===== config.mk =====
export PLATFORM = sky130hd
export DESIGN_NAME = ovfr_top
export DESIGN_NICKNAME = d
export VERILOG_FILES = /design/src/hw/ovfr_pkg.sv /design/src/hw/ovfr_top.sv
export SDC_FILE = /design/constraint.sdc
export NUM_CORES = 1
export LEC_CHECK = 0
export BUFFER_PORTS_ARGS = -buffer_cell sky130_fd_sc_hd__buf_4
export CORE_MARGIN = 8
export CORE_UTILIZATION = 50
export CTS_BUF_LIST = sky130_fd_sc_hd__clkbuf_8 sky130_fd_sc_hd__clkbuf_16
export DETAILED_ROUTE_END_ITERATION = 8
export GPL_ROUTABILITY_DRIVEN = 1
export GPL_TIMING_DRIVEN = 0
export PLACE_DENSITY = 0.76
export SYNTH_ARGS = -nofsm -noshare
export SYNTH_HDL_FRONTEND = slang
export SYNTH_SLANG_ARGS = --single-unit
export TNS_END_PERCENT = 50

===== constraint.sdc =====
create_clock -name core_clk_i -period 2.7 [get_ports core_clk_i]
set_input_delay 0.135 -clock core_clk_i [delete_from_list [all_inputs] [get_ports core_clk_i]]
set_output_delay 0.135 -clock core_clk_i [all_outputs]
set_load 0.005 [all_outputs]

===== src/hw/ovfr_pkg.sv =====
// Constants and types for the output overvoltage fault response block
`default_nettype none
package ovfr_pkg;
  // Command code of the response register
  localparam logic [7:0] OVFR_REG_ACTION   = 8'h41;
  // Response register value after reset
  localparam logic [7:0] OVFR_ACTION_RESET = 8'h80;
  // Field positions
  localparam int OVFR_RESP_MSB  = 7;
  localparam int OVFR_RESP_LSB  = 6;
  localparam int OVFR_RETRY_MSB = 5;
  localparam int OVFR_RETRY_LSB = 3;
  localparam int OVFR_DELAY_MSB = 2;
  localparam int OVFR_DELAY_LSB = 0;
  // Response encodings
  localparam logic [1:0] OVFR_RESP_IGNORE  = 2'h0;
  localparam logic [1:0] OVFR_RESP_DELAY   = 2'h1;
  localparam logic [1:0] OVFR_RESP_DISABLE = 2'h2;
  localparam logic [1:0] OVFR_RESP_UNTIL   = 2'h3;
  // Retry encodings
  localparam logic [2:0] OVFR_RETRY_NONE   = 3'h0;
  localparam logic [2:0] OVFR_RETRY_FOREVER = 3'h7;
  // Width of the unit count (delay up to 128 units)
  localparam int OVFR_CNT_W = 8;

  typedef enum logic [2:0] {
    OVFR_RUN     = 3'b000,
    OVFR_DELAY   = 3'b001,
    OVFR_OFF     = 3'b011,
    OVFR_RESTART = 3'b010,
    OVFR_LATCHED = 3'b110,
    OVFR_HOLD    = 3'b111
  } ovfr_state_t;
endpackage
`default_nettype wire


===== src/hw/ovfr_top.sv =====
// Output overvoltage fault response sequencer with its response register
`default_nettype none
// Functional notes
// RULE1 - Response 00: fault ignored, output keeps running.
// RULE2 - Response 01: run for delay, then apply retry setting if fault persists.
// RULE3 - Response 10: disable output at once, then apply retry setting.
// RULE4 - Response 11: output off while fault present, back on when gone.
// RULE5 - Latched fault cleared by status clear, clear-all, reset or off/on cycle.
// RULE6 - Retry 000: no restart, output stays off until cleared.
// RULE7 - Retry 001..011: one to three restarts, then off until cleared.
// RULE8 - Retry 111: restart attempts without limit.
// RULE9 - Restart spacing equals delay count times fault time unit (with delay code 0 the code spaces restarts two units apart).
// RULE10 - Retry 100..110: four to six restarts, then off until cleared.
// RULE11 - Delay field n means 2 to the n time units.
// RULE12 - Endless retry stops on commanded off or another shutdown fault.
// RULE13 - Attempt counter and timer restart on clear or commanded off.
module ovfr_top
  import ovfr_pkg::*;
(
  // Clock, reset, enable
  input  wire logic       core_clk_i,
  input  wire logic       srst_i,
  input  wire logic       clk_en_i,
  // Register write port
  input  wire logic       reg_wr_i,
  input  wire logic [7:0] reg_addr_i,
  input  wire logic [7:0] reg_wdata_i,
  // Fault and control inputs
  input  wire logic       ov_fault_i,
  input  wire logic       unit_tick_i,
  input  wire logic       status_clr_i,
  input  wire logic       clear_faults_i,
  input  wire logic       output_on_cmd_i,
  input  wire logic       other_shutdown_i,
  // Outputs
  output logic [7:0]      action_o,
  output logic            output_en_o,
  output logic            fault_latched_o,
  output logic [2:0]      state_o
);

  typedef struct packed {
    logic [7:0]            action;
    ovfr_state_t           st;
    logic [OVFR_CNT_W-1:0] units;
    logic [2:0]            tries;
    logic                  latched;
    logic                  on_q;
    logic                  en;
  } ovfr_regs_t;

  ovfr_regs_t r, next_r;

  // Number of time units for a delay code
  function automatic logic [OVFR_CNT_W-1:0] ovfr_units(input logic [2:0] code);
    ovfr_units = OVFR_CNT_W'(1) << code; // see RULE11
  endfunction

  logic [1:0] resp;
  logic [2:0] retry;
  logic [2:0] dly;
  logic       cleared;
  logic       expired;

  assign resp  = r.action[OVFR_RESP_MSB:OVFR_RESP_LSB];
  assign retry = r.action[OVFR_RETRY_MSB:OVFR_RETRY_LSB];
  assign dly   = r.action[OVFR_DELAY_MSB:OVFR_DELAY_LSB];
  // Off/on through the control input also clears
  assign cleared = status_clr_i | clear_faults_i | (output_on_cmd_i & ~r.on_q); // see RULE5
  assign expired = unit_tick_i && (r.units + OVFR_CNT_W'(1) >= ovfr_units(dly)); // see RULE9

  // ***********************************
  // Next-state logic
  // ***********************************
  always_comb begin
    next_r = r;
    next_r.on_q = output_on_cmd_i;
    if (reg_wr_i && reg_addr_i == OVFR_REG_ACTION) begin
      next_r.action = reg_wdata_i;
    end
    if (unit_tick_i) begin
      next_r.units = r.units + OVFR_CNT_W'(1);
    end
    case (r.st)
      OVFR_RUN: begin
        next_r.units = '0;
        next_r.tries = '0;
        if (ov_fault_i) begin
          if (resp == OVFR_RESP_DELAY) begin
            next_r.st = OVFR_DELAY; // see RULE2
          end else if (resp == OVFR_RESP_DISABLE) begin
            next_r.st = OVFR_OFF; // see RULE3
            next_r.latched = 1'b1;
          end else if (resp == OVFR_RESP_UNTIL) begin
            next_r.st = OVFR_HOLD; // see RULE4
          end
        end
      end
      OVFR_DELAY: begin
        if (!ov_fault_i) begin
          next_r.st = OVFR_RUN;
        end else if (expired) begin
          next_r.st = OVFR_OFF; // see RULE2
          next_r.units = '0;
          next_r.latched = 1'b1;
        end
      end
      OVFR_OFF: begin
        if (retry == OVFR_RETRY_NONE ||
            (retry != OVFR_RETRY_FOREVER && r.tries >= retry)) begin
          next_r.st = OVFR_LATCHED; // see RULE6, see RULE7, see RULE10
        end else if (expired) begin
          next_r.st = OVFR_RESTART; // see RULE8, see RULE9
          next_r.units = '0;
          if (retry != OVFR_RETRY_FOREVER) begin
            next_r.tries = r.tries + 3'h1;
          end
        end
      end
      OVFR_RESTART: begin
        // Attempt runs one time unit before judging it
        // Timer keeps running into OFF so spacing is start to start
        if (ov_fault_i && unit_tick_i) begin
          next_r.st = OVFR_OFF; // see RULE9
        end else if (!ov_fault_i && unit_tick_i) begin
          next_r.st = OVFR_RUN;
          next_r.latched = 1'b0;
        end
      end
      OVFR_HOLD: begin
        if (!ov_fault_i) begin
          next_r.st = OVFR_RUN; // see RULE4
        end
      end
      default: begin
        next_r.st = OVFR_LATCHED;
      end
    endcase
    // Commanded off, clear or other shutdown aborts the sequence
    // Fault latching in the same cycle as a clear wins
    if (!output_on_cmd_i || other_shutdown_i ||
        (cleared && !(next_r.latched && !r.latched))) begin
      next_r.st = OVFR_RUN; // see RULE12, see RULE13
      next_r.units = '0;
      next_r.tries = '0;
      next_r.latched = 1'b0;
    end
    next_r.en = output_on_cmd_i && !other_shutdown_i &&
                (next_r.st == OVFR_RUN || next_r.st == OVFR_DELAY ||
                 next_r.st == OVFR_RESTART); // see RULE1
  end

  always_ff @(posedge core_clk_i) begin
    if (srst_i) begin
      r <= '0; // see RULE5
      r.action <= OVFR_ACTION_RESET;
      r.st <= OVFR_RUN;
    end else if (clk_en_i) begin
      r <= next_r;
    end
  end

  assign action_o        = r.action;
  assign output_en_o     = r.en;
  assign fault_latched_o = r.latched;
  assign state_o         = r.st;

  // ***********************************
  // Assertions
  // ***********************************
  property p_ignore;
    @(posedge core_clk_i) disable iff (srst_i)
    (clk_en_i && r.st == OVFR_RUN && resp == OVFR_RESP_IGNORE && output_on_cmd_i &&
     !other_shutdown_i && !reg_wr_i) |=> r.en;
  endproperty
  a_ignore: assert property (p_ignore) else $error("output dropped in ignore mode"); // see RULE1

  property p_disable;
    @(posedge core_clk_i) disable iff (srst_i)
    (clk_en_i && r.st == OVFR_RUN && ov_fault_i && resp == OVFR_RESP_DISABLE &&
     output_on_cmd_i && !cleared && !other_shutdown_i) |=> !r.en;
  endproperty
  a_disable: assert property (p_disable) else $error("output not cut at fault"); // see RULE3

  property p_hold;
    @(posedge core_clk_i) disable iff (srst_i)
    (r.st == OVFR_HOLD) |-> !r.en;
  endproperty
  a_hold: assert property (p_hold) else $error("output on during hold"); // see RULE4

  property p_offcmd;
    @(posedge core_clk_i) disable iff (srst_i)
    (clk_en_i && !output_on_cmd_i) |=> (r.st == OVFR_RUN && !r.en && r.tries == 3'h0);
  endproperty
  a_offcmd: assert property (p_offcmd) else $error("sequence not reset on off"); // see RULE13

  property p_noretry;
    @(posedge core_clk_i) disable iff (srst_i)
    (r.st == OVFR_RESTART) |-> (retry != OVFR_RETRY_NONE);
  endproperty
  a_noretry: assert property (p_noretry) else $error("restart with retry zero"); // see RULE6

  property p_count;
    @(posedge core_clk_i) disable iff (srst_i)
    (retry != OVFR_RETRY_FOREVER) |-> (r.tries <= retry);
  endproperty
  a_count: assert property (p_count) else $error("too many restarts"); // see RULE7

  property p_clear;
    @(posedge core_clk_i) disable iff (srst_i)
    (clk_en_i && clear_faults_i && r.latched) |=> !r.latched;
  endproperty
  a_clear: assert property (p_clear) else $error("clear-all left fault latched"); // see RULE5

  property p_latched_off;
    @(posedge core_clk_i) disable iff (srst_i)
    (r.st == OVFR_LATCHED) |-> !r.en;
  endproperty
  a_latched_off: assert property (p_latched_off) else $error("latched but on"); // see RULE10

  property p_retry_limit;
    @(posedge core_clk_i) disable iff (srst_i)
    (clk_en_i && r.st == OVFR_OFF && retry != OVFR_RETRY_FOREVER && r.tries >= retry &&
     output_on_cmd_i && !cleared && !other_shutdown_i) |=> (r.st == OVFR_LATCHED);
  endproperty
  a_retry_limit: assert property (p_retry_limit) else $error("restart beyond limit"); // see RULE7

  c_delay: cover property (@(posedge core_clk_i) r.st == OVFR_DELAY ##1 r.st == OVFR_OFF);
  c_restart: cover property (@(posedge core_clk_i) r.st == OVFR_RESTART ##1 r.st == OVFR_RUN);
  c_latch: cover property (@(posedge core_clk_i) r.st == OVFR_OFF ##1 r.st == OVFR_LATCHED);

endmodule
`default_nettype wire


### Yosys cells after proc, flatten, opt, wreduce, memory -nomap -nowiden

Index checks and enable logic that the tools add are counted.

* word-level logic and storage cells: 82
* bits in registers: 25
* output and inout bits: 13
* bits of input ports: 26

* reductions and logical operators: 25
* shift-type cells: 1
* mux-type cells: 27
* $add $sub $neg: 2
* $lt $le $gt $ge: 2
* bitwise operators: 4
* equality and inequality tests: 14

Operators by type and width (number)
* 2-to-1 mux 3 bit: 10
* case mux 8 bit (3 select lines): 1
* 2-to-1 mux 11 bit: 2
* 2-to-1 mux 8 bit: 2
* 2-to-1 mux 15 bit: 1
* case mux 3 bit (5 select lines): 1
* 2-to-1 mux 14 bit: 1
* inequality test 3 bit, second input constant: 4
* == test 3 x 2 -> 1 bit, second input constant: 3
* logical AND 1 bit: 9
* logical NOT 3 bit: 3
* adder 8 x 1 -> 8 bit, second input constant: 1
* == test 8 x 7 -> 1 bit, second input constant: 1
* greater-or-equal comparator 8 bit: 1
* << shifter 1 x 3 -> 8 bit, first input constant: 1
* 2-to-1 mux 1 bit: 7
* == test 3 x 1 -> 1 bit, second input constant: 2
* case mux 3 bit (2 select lines): 1
* logical NOT 1 bit: 5
* logical OR 1 bit: 5
* AND reduction 5 bit: 1
* == test 2 bit, second input constant: 2
* adder 3 x 1 -> 3 bit, second input constant: 1
* == test 3 bit, second input constant: 1
* 8 further kinds: 9

### Depth between registers and ports, before layout

Gate-level depths: netlist (run 1).

* depth after elaboration: 15
* gate-level depth with buffers: 12

### Worst setup path after synthesis (run 1)

No wires, ideal clock.

* path type: reg2reg
* start: reg r[8] (netlist bit)
* end: reg r[4] (netlist bit)
* period minus slack after synthesis: 2.767 ns
* arrival: 2.646 ns
* data required time: 2.579 ns
* setup slack: -0.067 ns
* buffers on the path: 0
* cell stages (with the launch flop): 12
* cell sequence: dfxtp_1 -> and3_1 -> and3_1 -> nand3_1 -> xnor2_1 -> ha_1 -> a21oi_1 -> o22ai_2 -> nor2b_1 -> o311a_1 -> o22ai_1 -> mux2_2

* cells in the longest elaborated chain, start to end: 12

RTL lines
* from (decl): RTL line ovfr_top.sv:52 `ovfr_regs_t r, next_r;`
* from (signal assigned): RTL line ovfr_top.sv:159 `r <= next_r;`
* adder 8 x 1 -> 8 bit (*): RTL line ovfr_top.sv:70 `assign expired = unit_tick_i && (r.units + OVFR_CNT_W'(1) >= ovfr_units(dly));`
* greater-or-equal comparator 8 bit (*): RTL line ovfr_top.sv:70
* logical AND 1 bit (*): RTL line ovfr_top.sv:70
* 2-to-1 mux 1 bit: RTL line ovfr_top.sv:102 `end else if (expired) begin`
* 2-to-1 mux 1 bit: RTL line ovfr_top.sv:100 `if (!ov_fault_i) begin`
* case mux 1 bit (3 select lines): RTL line ovfr_top.sv:84 `case (r.st)`
* logical AND 1 bit: RTL line ovfr_top.sv:142 `(cleared && !(next_r.latched && !r.latched))) begin`
* logical NOT 1 bit: RTL line ovfr_top.sv:142
* logical AND 1 bit: RTL line ovfr_top.sv:142
* logical OR 1 bit: RTL line ovfr_top.sv:141 `if (!output_on_cmd_i || other_shutdown_i ||`
* inequality test 3 bit (no source line) / nonzero test 3 bit (equally long branches)
* AND reduction 5 bit (no source line)

Every way passes the cells marked *; elsewhere a longest branch is shown, timed or not.
A chain may end at the register's enable or synchronous reset.

### Final worst setup path (run 1)

* start: reg r[6] (netlist bit)
* end: reg r[4] (netlist bit)

The elaborated chain is that of the path after synthesis.

==> metrics.cfg, run 1 <==
[outcome]
status = finished, violations left
violations = negative setup slack

[sta]
hold_ws_ps = 65.19
clock_skew_ps = 8.150
period_minus_slack_ps = 2785
fmax_ghz = 0.3591
grt_setup_unrepaired = true
fin_ws_ps = -84.52
max_slew_margin = 0.4458
fin_tns_setup_ps = -359.0
hold_viol_final = 0
fin_crit_sh = 1.031
tightest_slew_ps = 829.5
maxSlewViolCount = 0
setup_violations = 8

[drt]
final_antenna_net_count = 0
met1Wirelength_mm = 2.462
wl_met3_um = 294
top_layer_used = met4
met2WireLength_mm = 2.982
drt_pass1_iterations = 4
drt_iter0_markers = 132
vias = 2064
wl_per_cell_um = 17.28
finalWirelength_mm = 5.875
vias_per_cell = 6.071
drc = 0

[placed_design]
dp_hpwl_mm = 4.022
place_congestion = 0.9086
port_buffers = 37

[synth]
synth_cells = 238
seq_area_frac_synth = 0.2553
synth-warning-count = 0
synth_area_um2 = 1961
synth_top_family_by_area = compound AO/OA/AOI/OAI gates
ys_ff_latch = 25
yosysTopAreaCellShare = 0.2553
synth_edf_count = 0
muxShareOfSynthArea = 0.05169
synth-xor-area-share = 0.02680
synth_area_leaders = dfxtp_1 (26%), ha_1 (8.3%), mux2i_1 (4.6%)
ys_top_cells_by_count = dfxtp_1 (25), nor2_1 (23), a21oi_1 (16)
synth_flop_cell = dfxtp_1
synthAdderAreaFrac = 0.08296
ys_types = 60
post-synth-top-count-cell = dfxtp_1
synth-compound-area-share = 0.2476
synthSimpleGateAreaFrac = 0.2431
synth_top_area_cell = dfxtp_1
synth_area_per_cell_um2 = 8.238
async_reset_ff_frac = 0
synth_fp_nets = 277

[finish]
n_antenna_cell = 0
syn2layout_area_growth_pct = 37.84
drive_above_1_share = 0.3938
nets = 332
final_util = 0.7273
fill_cells = 290

[setup_path]
r2r_cells = 11
cp.arrival_ps = 2960
rrSetupSlack_ps = -80
r2r_start = r[6]$_SDFFE_PP0P_
worst_ep_required_time_ps = 2880
cp_max_fo = 7
cp-end-kind = flop
crit_type = flop to flop
start_kind = flop
rr_endpoint = r[4]$_SDFFE_PP0P_

[power_and_ir_drop]
p_leak_nw = 1.185
swShare = 0.2674
pwr-share-clk = 0.326
peakVddDrop_mv = 0.2035
power.internal_mw = 0.5211
p_total_mw = 0.7113
comb_power_share = 0.153
powerDensity_nw_per_um2 = 263.2
seq_power_share = 0.521
power.net_switching_mw = 0.1902

[cts]
clock_path_buffers = 2
clock_latency_ps = 280
clk_pin_slew_ps = 90
htreeDepth = 1
cts_buffers = 3
clock_sinks = 25
cts_hold_buf = 0
clock-root-buffer = clkbuf_8
cts_tree = yes

[flow_run]
cap_violations = 0

[floorplan]
die_h_um = 78.62
die_area_um2 = 6181
core_area_um2 = 3716
initial_core_util = 0.5276
placementRows = 22
fp.dieW_um = 78.62
io_pins = 39

[grt]
grt_max_degree = 14
grt_pass1_vias = 2056
grt_pass1_wl_mm = 9.722
antenna_found_initial = 0
grt_overflow = 0
grt_use_total = 0.1903

[min_path]
min_path_type = primary input to flop
holdPathEnd = action_o[7]$_SDFFE_PP1P_
min_from = reg_wdata_i[7]
holdPathStages = 3

[area by class of cell]
| cell class | instances | area [um2] | share of cell area |
|---|---|---|---|
| multi-input combinational | 179 | 1506 | 0.5574 |
| sequential | 25 | 510.5 | 0.1889 |
| timing repair buffer | 52 | 390.4 | 0.1444 |
| buffer | 20 | 145.1 | 0.05370 |
| tap | 48 | 60.06 | 0.02222 |
| inverter | 12 | 45.04 | 0.01667 |
| clock buffer | 3 | 41.29 | 0.01528 |
| clock inverter | 1 | 3.754 | 0.001389 |
[metrics by stage]
step | cell area, um2 | cells | setup slack (ps)
3_5_place_dp | 2310 | 323 | -419.1
4_1_cts | 2580 | 335 | -65.04
3_3_place_gp | 2310 | 323 | -422.6
5_1_grt | 2703 | 340 | -156.5
6_report | 2703 | 340 | -84.52
2_1_floorplan | 1972 | 238 | -8.794
[power by group through the flow]
stage | Combinational [mW] | Clock (mW) | Sequential, mW
after floorplan | 0.0474 | 0 | 0.381
after global placement | 0.0934 | 0 | 0.381
after detailed placement | 0.0938 | 0 | 0.381
after CTS | 0.101 | 0.231 | 0.370
after global routing | 0.116 | 0.248 | 0.371
final | 0.109 | 0.232 | 0.370
[critical path: stages, from the launching register on]
cell     delay, ps
dfxtp_4        380
and3_4         180
and3_4         210
nand3_4        100
xnor2_4        210
ha_4           230
a21oi_2        170
o22ai_4        100
nor2b_1        160
o311a_4        400
o22ai_2        210
mux2_4         310
[state kept, by name (all words and copies together) (netlist names)]
register / count
action_o: 8
fault_latched_o: 1
output_en_o: 1
r: 12
state_o: 3
[cells in the final DEF, fill, tap and decap left out, types with 3 or more instances in the layout]
cell type  count
a31oi_1        6
nor3_1         6
nand2b_1       3
clkbuf_1       5
ha_1          10
a21oi_2        3
inv_1         12
dfxtp_1       21
o21a_1         4
buf_4         63
mux2i_1        9
nand3_1        4
xor2_1         4
a41oi_1        4
ha_4           3
nor2_1        22
a32o_1         3
a21oi_1       13
and3_4         5
nand3b_1       5
nor2b_1        6
nand2_1       10
clkbuf_8       5
[routing by layer]
metal,up-vias,track usage
li1,996,-
met1,970,0.2236
met2,79,0.3397
met3,19,0.02733
met4,0,0.07037
met5,-,0
[logic make-up after synthesis]
kind of cell               after synthesis
and+or+nand+nor                         86
AOI/OAI and AO/OA                       64
buffers and inverters                   34
DFF                                     25
adders and majority gates               13
muxes                                   10
xor gates and xnor gates                 6
[how the worst max path moves through the flow]
stage | startpoint | end | depth (start not counted)
6_report | r[6]$_SDFFE_PP0P_ | r[4]$_SDFFE_PP0P_ | 11
5_1_grt | r[6]$_SDFFE_PP0P_ | r[4]$_SDFFE_PP0P_ | 11
4_1_cts | r[6]$_SDFFE_PP0P_ | output_en_o$_SDFFE_PP0P_ | 12
3_5_place_dp | r[6]$_SDFFE_PP0P_ | r[7]$_SDFFE_PP0P_ | 11
3_3_place_gp | r[6]$_SDFFE_PP0P_ | r[12]$_SDFFE_PP0P_ | 11
2_1_floorplan | r[8]$_SDFFE_PP0P_ | r[4]$_SDFFE_PP0P_ | 11
[what timing repair did]
action / CTS / global route
gates resized for setup: 35 / 14
endpoints found under the setup margin: 16 / 16
setup buffers: 8 / 6
gates cloned: 1 / 0
pin swaps: 7 / 14
Note: power is estimated with default switching activity, not from simulation.
==> inputs of run 2 (changes only) <==
--- a/config.mk
+++ b/config.mk
@@ -7,12 +7,12 @@
 export LEC_CHECK = 0
 export BUFFER_PORTS_ARGS = -buffer_cell sky130_fd_sc_hd__buf_4
 export CORE_MARGIN = 8
-export CORE_UTILIZATION = 50
+export CORE_UTILIZATION = 45
 export CTS_BUF_LIST = sky130_fd_sc_hd__clkbuf_8 sky130_fd_sc_hd__clkbuf_16
 export DETAILED_ROUTE_END_ITERATION = 8
 export GPL_ROUTABILITY_DRIVEN = 1
 export GPL_TIMING_DRIVEN = 0
-export PLACE_DENSITY = 0.76
+export PLACE_DENSITY = 0.7
 export SYNTH_ARGS = -nofsm -noshare
 export SYNTH_HDL_FRONTEND = slang
 export SYNTH_SLANG_ARGS = --single-unit
==> metrics.cfg, run 2 (synthesis gave the netlist of run 1 again) <==
[floorplan]
placementRows = 24  ; +9.1%
die_area_um2 = 6725  ; +8.8%
core_area_um2 = 4264  ; +15%
die_h_um = 82.01  ; +4.3%
fp.dieW_um = 82.01  ; +4.3%
initial_core_util = 0.4598  ; -0.06781
io_pins = 39  ; unchanged

[cts]
htreeDepth = 1  ; unchanged
cts_buffers = 3  ; unchanged
clock_path_buffers = 2  ; unchanged
clk_pin_slew_ps = 90  ; about the same
cts_tree = yes
clock_sinks = 25  ; unchanged
clock_latency_ps = 280  ; about the same
cts_hold_buf = 0  ; unchanged
clock-root-buffer = clkbuf_8

[sta]
clock_skew_ps = 4.932  ; -3.219 ps
hold_ws_ps = 64.02  ; -1.167 ps
tightest_slew_ps = 810.5  ; -18.94 ps
max_slew_margin = 0.4585  ; +0.01265
period_minus_slack_ps = 2754  ; -30.50 ps
fin_ws_ps = -54.02  ; +30.50 ps
fin_crit_sh = 1.020  ; -0.01130
fmax_ghz = 0.3631  ; +1.1%
fin_tns_setup_ps = -187.7  ; +171.3 ps
maxSlewViolCount = 0  ; unchanged
setup_violations = 5  ; -3
grt_setup_unrepaired = true
hold_viol_final = 0  ; unchanged

[finish]
layout_commonest_cell = buf_4
syn2layout_area_growth_pct = 42.44
fin_cells = 348  ; +2.4%
largest_reg_flops = 12  ; unchanged
fill_cells = 369  ; +27%
regArea_um2 = 511.7  ; +0.25%
drive_above_1_share = 0.4223  ; +0.02846
nets = 336  ; +1.2%
multi_input_area_um2 = 1550  ; +2.9%
regMostFlops = r
n_antenna_cell = 0  ; unchanged
layout_common_cells = buf_4 (66), nor2_1 (22), dfxtp_1 (20)

[grt]
antenna_found_initial = 0  ; unchanged
grt_overflow = 0  ; unchanged
grt_pass1_vias = 2024  ; -1.6%
grt_use_total = 0.1663  ; -0.02397
grt_pass1_wl_mm = 8.894  ; -8.5%
grt_max_degree = 14  ; unchanged

[setup_path]
cp.arrival_ps = 2930  ; -30 ps
cp_max_fo = 7  ; unchanged
path_buf_inv = 0  ; unchanged
crit_type = flop to flop
worst_ep_required_time_ps = 2880  ; about the same
max_stage_delay_ps = 380  ; -20 ps
rrSetupSlack_ps = -50  ; +30 ps
path_delay_family = compound AO/OA/AOI/OAI gates
cp-end-kind = flop
crit_slowest_cell = dfxtp_2
path_cells = and3_4 > and3_4 > xor2_1 > ha_1 > a21oi_2 > o22ai_4 > nor2b_1 > o311a_4 > o22ai_4 > mux2_4
start_kind = flop

[placed_design]
place_congestion = 0.9437  ; +3.9%
placed_cells_incl_taps = 327  ; +1.2%
dp_hpwl_mm = 3.988  ; -0.84%
port_buffers = 37  ; unchanged

[drt]
vias_per_cell = 6.032  ; -0.64%
drt_pass1_iterations = 4  ; unchanged
drc = 0  ; unchanged
drt_iter0_markers = 195  ; +48%
final_antenna_net_count = 0  ; unchanged
vias = 2099  ; +1.7%
wl_per_cell_um = 17.19  ; -0.50%
finalWirelength_mm = 5.983  ; +1.8%

[power_and_ir_drop]
powerDensity_nw_per_um2 = 257.6  ; -2.1%
p_leak_nw = 1.201  ; +1.4%
p_total_mw = 0.7194  ; +1.1%
peakVddDrop_mv = 0.1788  ; -12%

[min_path]
min_path_type = primary input to flop

[outcome]
violations = negative setup slack
status = finished, violations left

[flow_run]
cap_violations = 0  ; unchanged

==> run 2: changes by cell type in the layout (fill, tap and decap cells not counted), sizes merged <==
cell,previous run,this run
buf,65,70
clkbuf,10,9
==> run 2: area by class of cell <==
class / count / area share
Buffer: 20 / 0.05108
Clock buffer: 3 / 0.01478
Clock inverter: 1 / 0.001344
Inverter: 12 / 0.01613
Multi-Input combinational cell: 179 / 0.5551
Sequential cell: 25 / 0.1832
Tap cell: 52 / 0.02330
Timing Repair Buffer: 56 / 0.1550
==> run 2: stage by stage <==
stage	utilization	setup slack (ps)	area, um2
final	0.6549	-54.02	2793
after global placement	0.5428	-430.0	2315
after detailed placement	0.5428	-479.1	2315
after floorplan	-	-8.794	1972
after CTS	0.5977	-84.91	2549
after global routing	0.6549	-145.4	2793
==> run 2: worst register-to-register path, cell delays in order, from the launching register on <==
cell and delay, ps:
dfxtp_2 380, and3_4 200, and3_4 220, xor2_1 210, ha_1 290, a21oi_2 200
o22ai_4 120, nor2b_1 160, o311a_4 370, o22ai_4 190, mux2_4 310
==> run 2: path summary, 6_finish.rpt <==
path	startpoint	endpoint	cells past startpoint
setup / recovery	r[7]$_SDFFE_PP0P_	r[4]$_SDFFE_PP0P_	10
hold / removal	reg_wdata_i[7]	action_o[7]$_SDFFE_PP1P_	3
hold reg to reg	output_en_o$_SDFFE_PP0P_	output_en_o$_SDFFE_PP0P_	2
setup reg to reg	r[7]$_SDFFE_PP0P_	r[4]$_SDFFE_PP0P_	10
==> run 2: power breakdown <==
part / total (mW) / internal, mW / switching [mW]
Combinational: 0.118 / 0.0559 / 0.0621
Clock: 0.231 / 0.102 / 0.129
Sequential: 0.370 / 0.369 / 0.00183
==> run 2: per-layer routing <==
metal  share of wire  up-vias  track usage  routed length, um
li1                -     1010            -                  -
met1            0.41      979       0.1950               2469
met2            0.50       96       0.2873               2965
met3           0.067       14      0.03720                401
met4           0.024        0      0.06316                146
met5               0        -            0                  0
==> run 2: timing repair <==
item,in CTS,in global routing
cloned,1,0
setup buffers,8,10
resized for setup,24,34
setup endpoints to repair,16,16
pin swaps,10,17
==> inputs of run 3 (changes only) <==
--- a/config.mk
+++ b/config.mk
@@ -6,13 +6,15 @@
 export NUM_CORES = 1
 export LEC_CHECK = 0
 export BUFFER_PORTS_ARGS = -buffer_cell sky130_fd_sc_hd__buf_4
+export CELL_PAD_IN_SITES_DETAIL_PLACEMENT = 1
+export CELL_PAD_IN_SITES_GLOBAL_PLACEMENT = 1
 export CORE_MARGIN = 8
-export CORE_UTILIZATION = 45
+export CORE_UTILIZATION = 37
 export CTS_BUF_LIST = sky130_fd_sc_hd__clkbuf_8 sky130_fd_sc_hd__clkbuf_16
 export DETAILED_ROUTE_END_ITERATION = 8
 export GPL_ROUTABILITY_DRIVEN = 1
 export GPL_TIMING_DRIVEN = 0
-export PLACE_DENSITY = 0.7
+export PLACE_DENSITY_LB_ADDON = 0.1
 export SYNTH_ARGS = -nofsm -noshare
 export SYNTH_HDL_FRONTEND = slang
 export SYNTH_SLANG_ARGS = --single-unit
==> metrics.cfg, run 3 (synthesis gave the netlist of run 1 again) <==
[outcome]
status = finished, violations left
violations = negative setup slack

[sta]
hold_ws_ps = 64.70  ; +0.6828 ps
hold_viol_final = 0  ; unchanged
period_minus_slack_ps = 2785  ; +30.86 ps
maxSlewViolCount = 0  ; unchanged
tightest_slew_ps = 695.6  ; -114.9 ps
fin_crit_sh = 1.031  ; +0.01143
max_slew_margin = 0.5353  ; +0.07679
clock_skew_ps = 2.126  ; -2.806 ps
fin_ws_ps = -84.88  ; -30.86 ps
setup_violations = 7  ; +2
fin_tns_setup_ps = -404.8  ; -217.2 ps
grt_setup_unrepaired = true
fmax_ghz = 0.3591  ; -1.1%

[setup_path]
max_stage_delay_ps = 370  ; about the same
crit_slowest_cell = dfxtp_2
path_cells = and3_4 > and3_4 > nand3_4 > xnor2_4 > ha_4 > and3_4 > nand3_4 > nor3_4 > o22ai_4 > and3_4 > a32o_1
crit_type = flop to flop
worst_ep_required_time_ps = 2870  ; about the same
r2r_start = r[7]$_SDFFE_PP0P_
cp_max_fo = 10  ; +3
start_kind = flop
r2r_cells = 11  ; +1
rr_endpoint = r[7]$_SDFFE_PP0P_
cp-end-kind = flop
cp.arrival_ps = 2960  ; +30 ps
rrSetupSlack_ps = -80  ; -30 ps
path_common_cell = and3_4

[cts]
cts_tree = yes
clk_pin_slew_ps = 100  ; about the same
clock_path_buffers = 2  ; unchanged
cts_hold_buf = 0  ; unchanged
clock_sinks = 25  ; unchanged
clock-root-buffer = clkbuf_8
htreeDepth = 1  ; unchanged
clock_latency_ps = 270  ; about the same
cts_buffers = 3  ; unchanged

[finish]
final_util = 0.5551  ; -0.09981
drive_above_1_share = 0.4150  ; -0.007331
regMostFlops = r
largest_reg_flops = 12  ; unchanged
fill_cells = 621  ; +68%
layout_commonest_cell = buf_4
n_antenna_cell = 0  ; unchanged
multi_input_area_um2 = 1589  ; +2.5%
regArea_um2 = 510.5  ; -0.24%
nets = 334  ; -0.60%
syn2layout_area_growth_pct = 44.61
layout_common_cells = buf_4 (64), nor2_1 (22), dfxtp_1 (21)

[placed_design]
dp_slack_ps = -547.5  ; -68.44 ps
port_buffers = 37  ; unchanged
place_congestion = 0.8274  ; -12%
dp_hpwl_mm = 4.616  ; +16%

[drt]
drt_iter0_markers = 50  ; -74%
drc = 0  ; unchanged
vias_per_cell = 5.695  ; -5.6%
wl_per_cell_um = 18.16  ; +5.6%
finalWirelength_mm = 6.611  ; +10%
drt_pass1_iterations = 4  ; unchanged
vias = 2073  ; -1.2%
final_antenna_net_count = 0  ; unchanged

[grt]
grt_max_degree = 14  ; unchanged
grt_use_total = 0.1628  ; -0.003484
grt_pass1_wl_mm = 10.24  ; +15%
antenna_found_initial = 0  ; unchanged
grt_overflow = 0  ; unchanged
grt_pass1_vias = 2096  ; +3.6%

[floorplan]
initial_core_util = 0.3839  ; -0.07592
die_area_um2 = 7885  ; +17%
fp.dieW_um = 88.80  ; +8.3%
io_pins = 39  ; unchanged
placementRows = 26  ; +8.3%
die_h_um = 88.80  ; +8.3%
core_area_um2 = 5107  ; +20%

[power_and_ir_drop]
power.net_switching_mw = 0.1985  ; +3.0%
powerDensity_nw_per_um2 = 254.8  ; -1.1%
p_leak_nw = 1.196  ; -0.46%
comb_power_share = 0.163  ; about the same
power.internal_mw = 0.5240  ; -0.52%
peakVddDrop_mv = 0.2344  ; +31%
pwr-share-clk = 0.324  ; +0.003
swShare = 0.2747  ; +0.006914
seq_power_share = 0.513  ; -0.002

[min_path]
min_path_type = primary input to flop
min_from = reg_wdata_i[7]
holdPathStages = 3  ; unchanged
holdPathEnd = action_o[7]$_SDFFE_PP1P_

[flow_run]
cap_violations = 0  ; unchanged

## run 3: cell count changes in the layout (fill, tap and decap cells not counted), moves of 2 or more
| cell | previous run | this run |
|---|---|---|
| a31oi_1 | 4 | 6 |
| a31oi_2 | 2 | 0 |
| a41oi_1 | 1 | 3 |
| a41oi_2 | 3 | 1 |
| buf_4 | 66 | 64 |
| nand3_2 | 3 | 1 |
| nand3_4 | 1 | 3 |
## run 3: routing by layer
layer / global-route usage / wire length (um) / vias to the layer above / part of all wire
li1: - / - / 1001 / -
met4: 0.04455 / 106 / 0 / 0.016
met3: 0.02600 / 176 / 8 / 0.027
met1: 0.1945 / 2788 / 1031 / 0.42
met5: 0 / 0 / - / 0
met2: 0.2898 / 3540 / 33 / 0.54
## run 3: how the worst max path moves through the flow
stage / start / endpoint
after floorplan: r[8]$_SDFFE_PP0P_ / r[4]$_SDFFE_PP0P_
after global placement: r[6]$_SDFFE_PP0P_ / r[12]$_SDFFE_PP0P_
after detailed placement: r[6]$_SDFFE_PP0P_ / r[13]$_SDFFE_PP0P_
after CTS: r[6]$_SDFFE_PP0P_ / output_en_o$_SDFFE_PP0P_
after global routing: r[8]$_SDFFE_PP0P_ / output_en_o$_SDFFE_PP0P_
final: r[7]$_SDFFE_PP0P_ / r[7]$_SDFFE_PP0P_
## run 3: cell type report
type | count | share of cell area
sequential | 25 | 0.1801
buffer | 20 | 0.05252
clock buffer | 3 | 0.01456
timing repair buffer | 54 | 0.1443
tap | 70 | 0.03089
clock inverter | 1 | 0.001324
multi-input combinational | 179 | 0.5605
inverter | 12 | 0.01589
## run 3: power by group through the flow
stage               sequential, mW  clock, mW  combinational (mW)
finish                       0.370      0.234               0.118
global route                 0.371      0.254               0.127
CTS                          0.371      0.247               0.107
detailed placement           0.381          0              0.0976
global placement             0.381          0              0.0967
floorplan                    0.381          0              0.0474
## run 3: per-stage QoR
step	total power, mW	instance area [um2]	instances
after floorplan	0.4281	1972	238
after global placement	0.4776	2337	345
after detailed placement	0.4786	2337	345
after CTS	0.7245	2638	355
after global routing	0.7520	2835	364
final	0.7225	2835	364
## run 3: repair_timing
action	in CTS	in global routing
setup endpoints to repair	16	16
pin swaps	10	21
gates resized for setup	40	22
buffers inserted	8	9
## run 3: critical path, delay by kind of cell, from the launching register on
| kind | cells | cell delay, ps |
|---|---|---|
| AO/OA/AOI/OAI | 2 | 430 |
| XOR/XNOR | 1 | 160 |
| adder cells (fa/ha/maj) | 1 | 300 |
| flip-flops | 1 | 370 |
| AND/OR/NAND/NOR | 7 | 1410 |
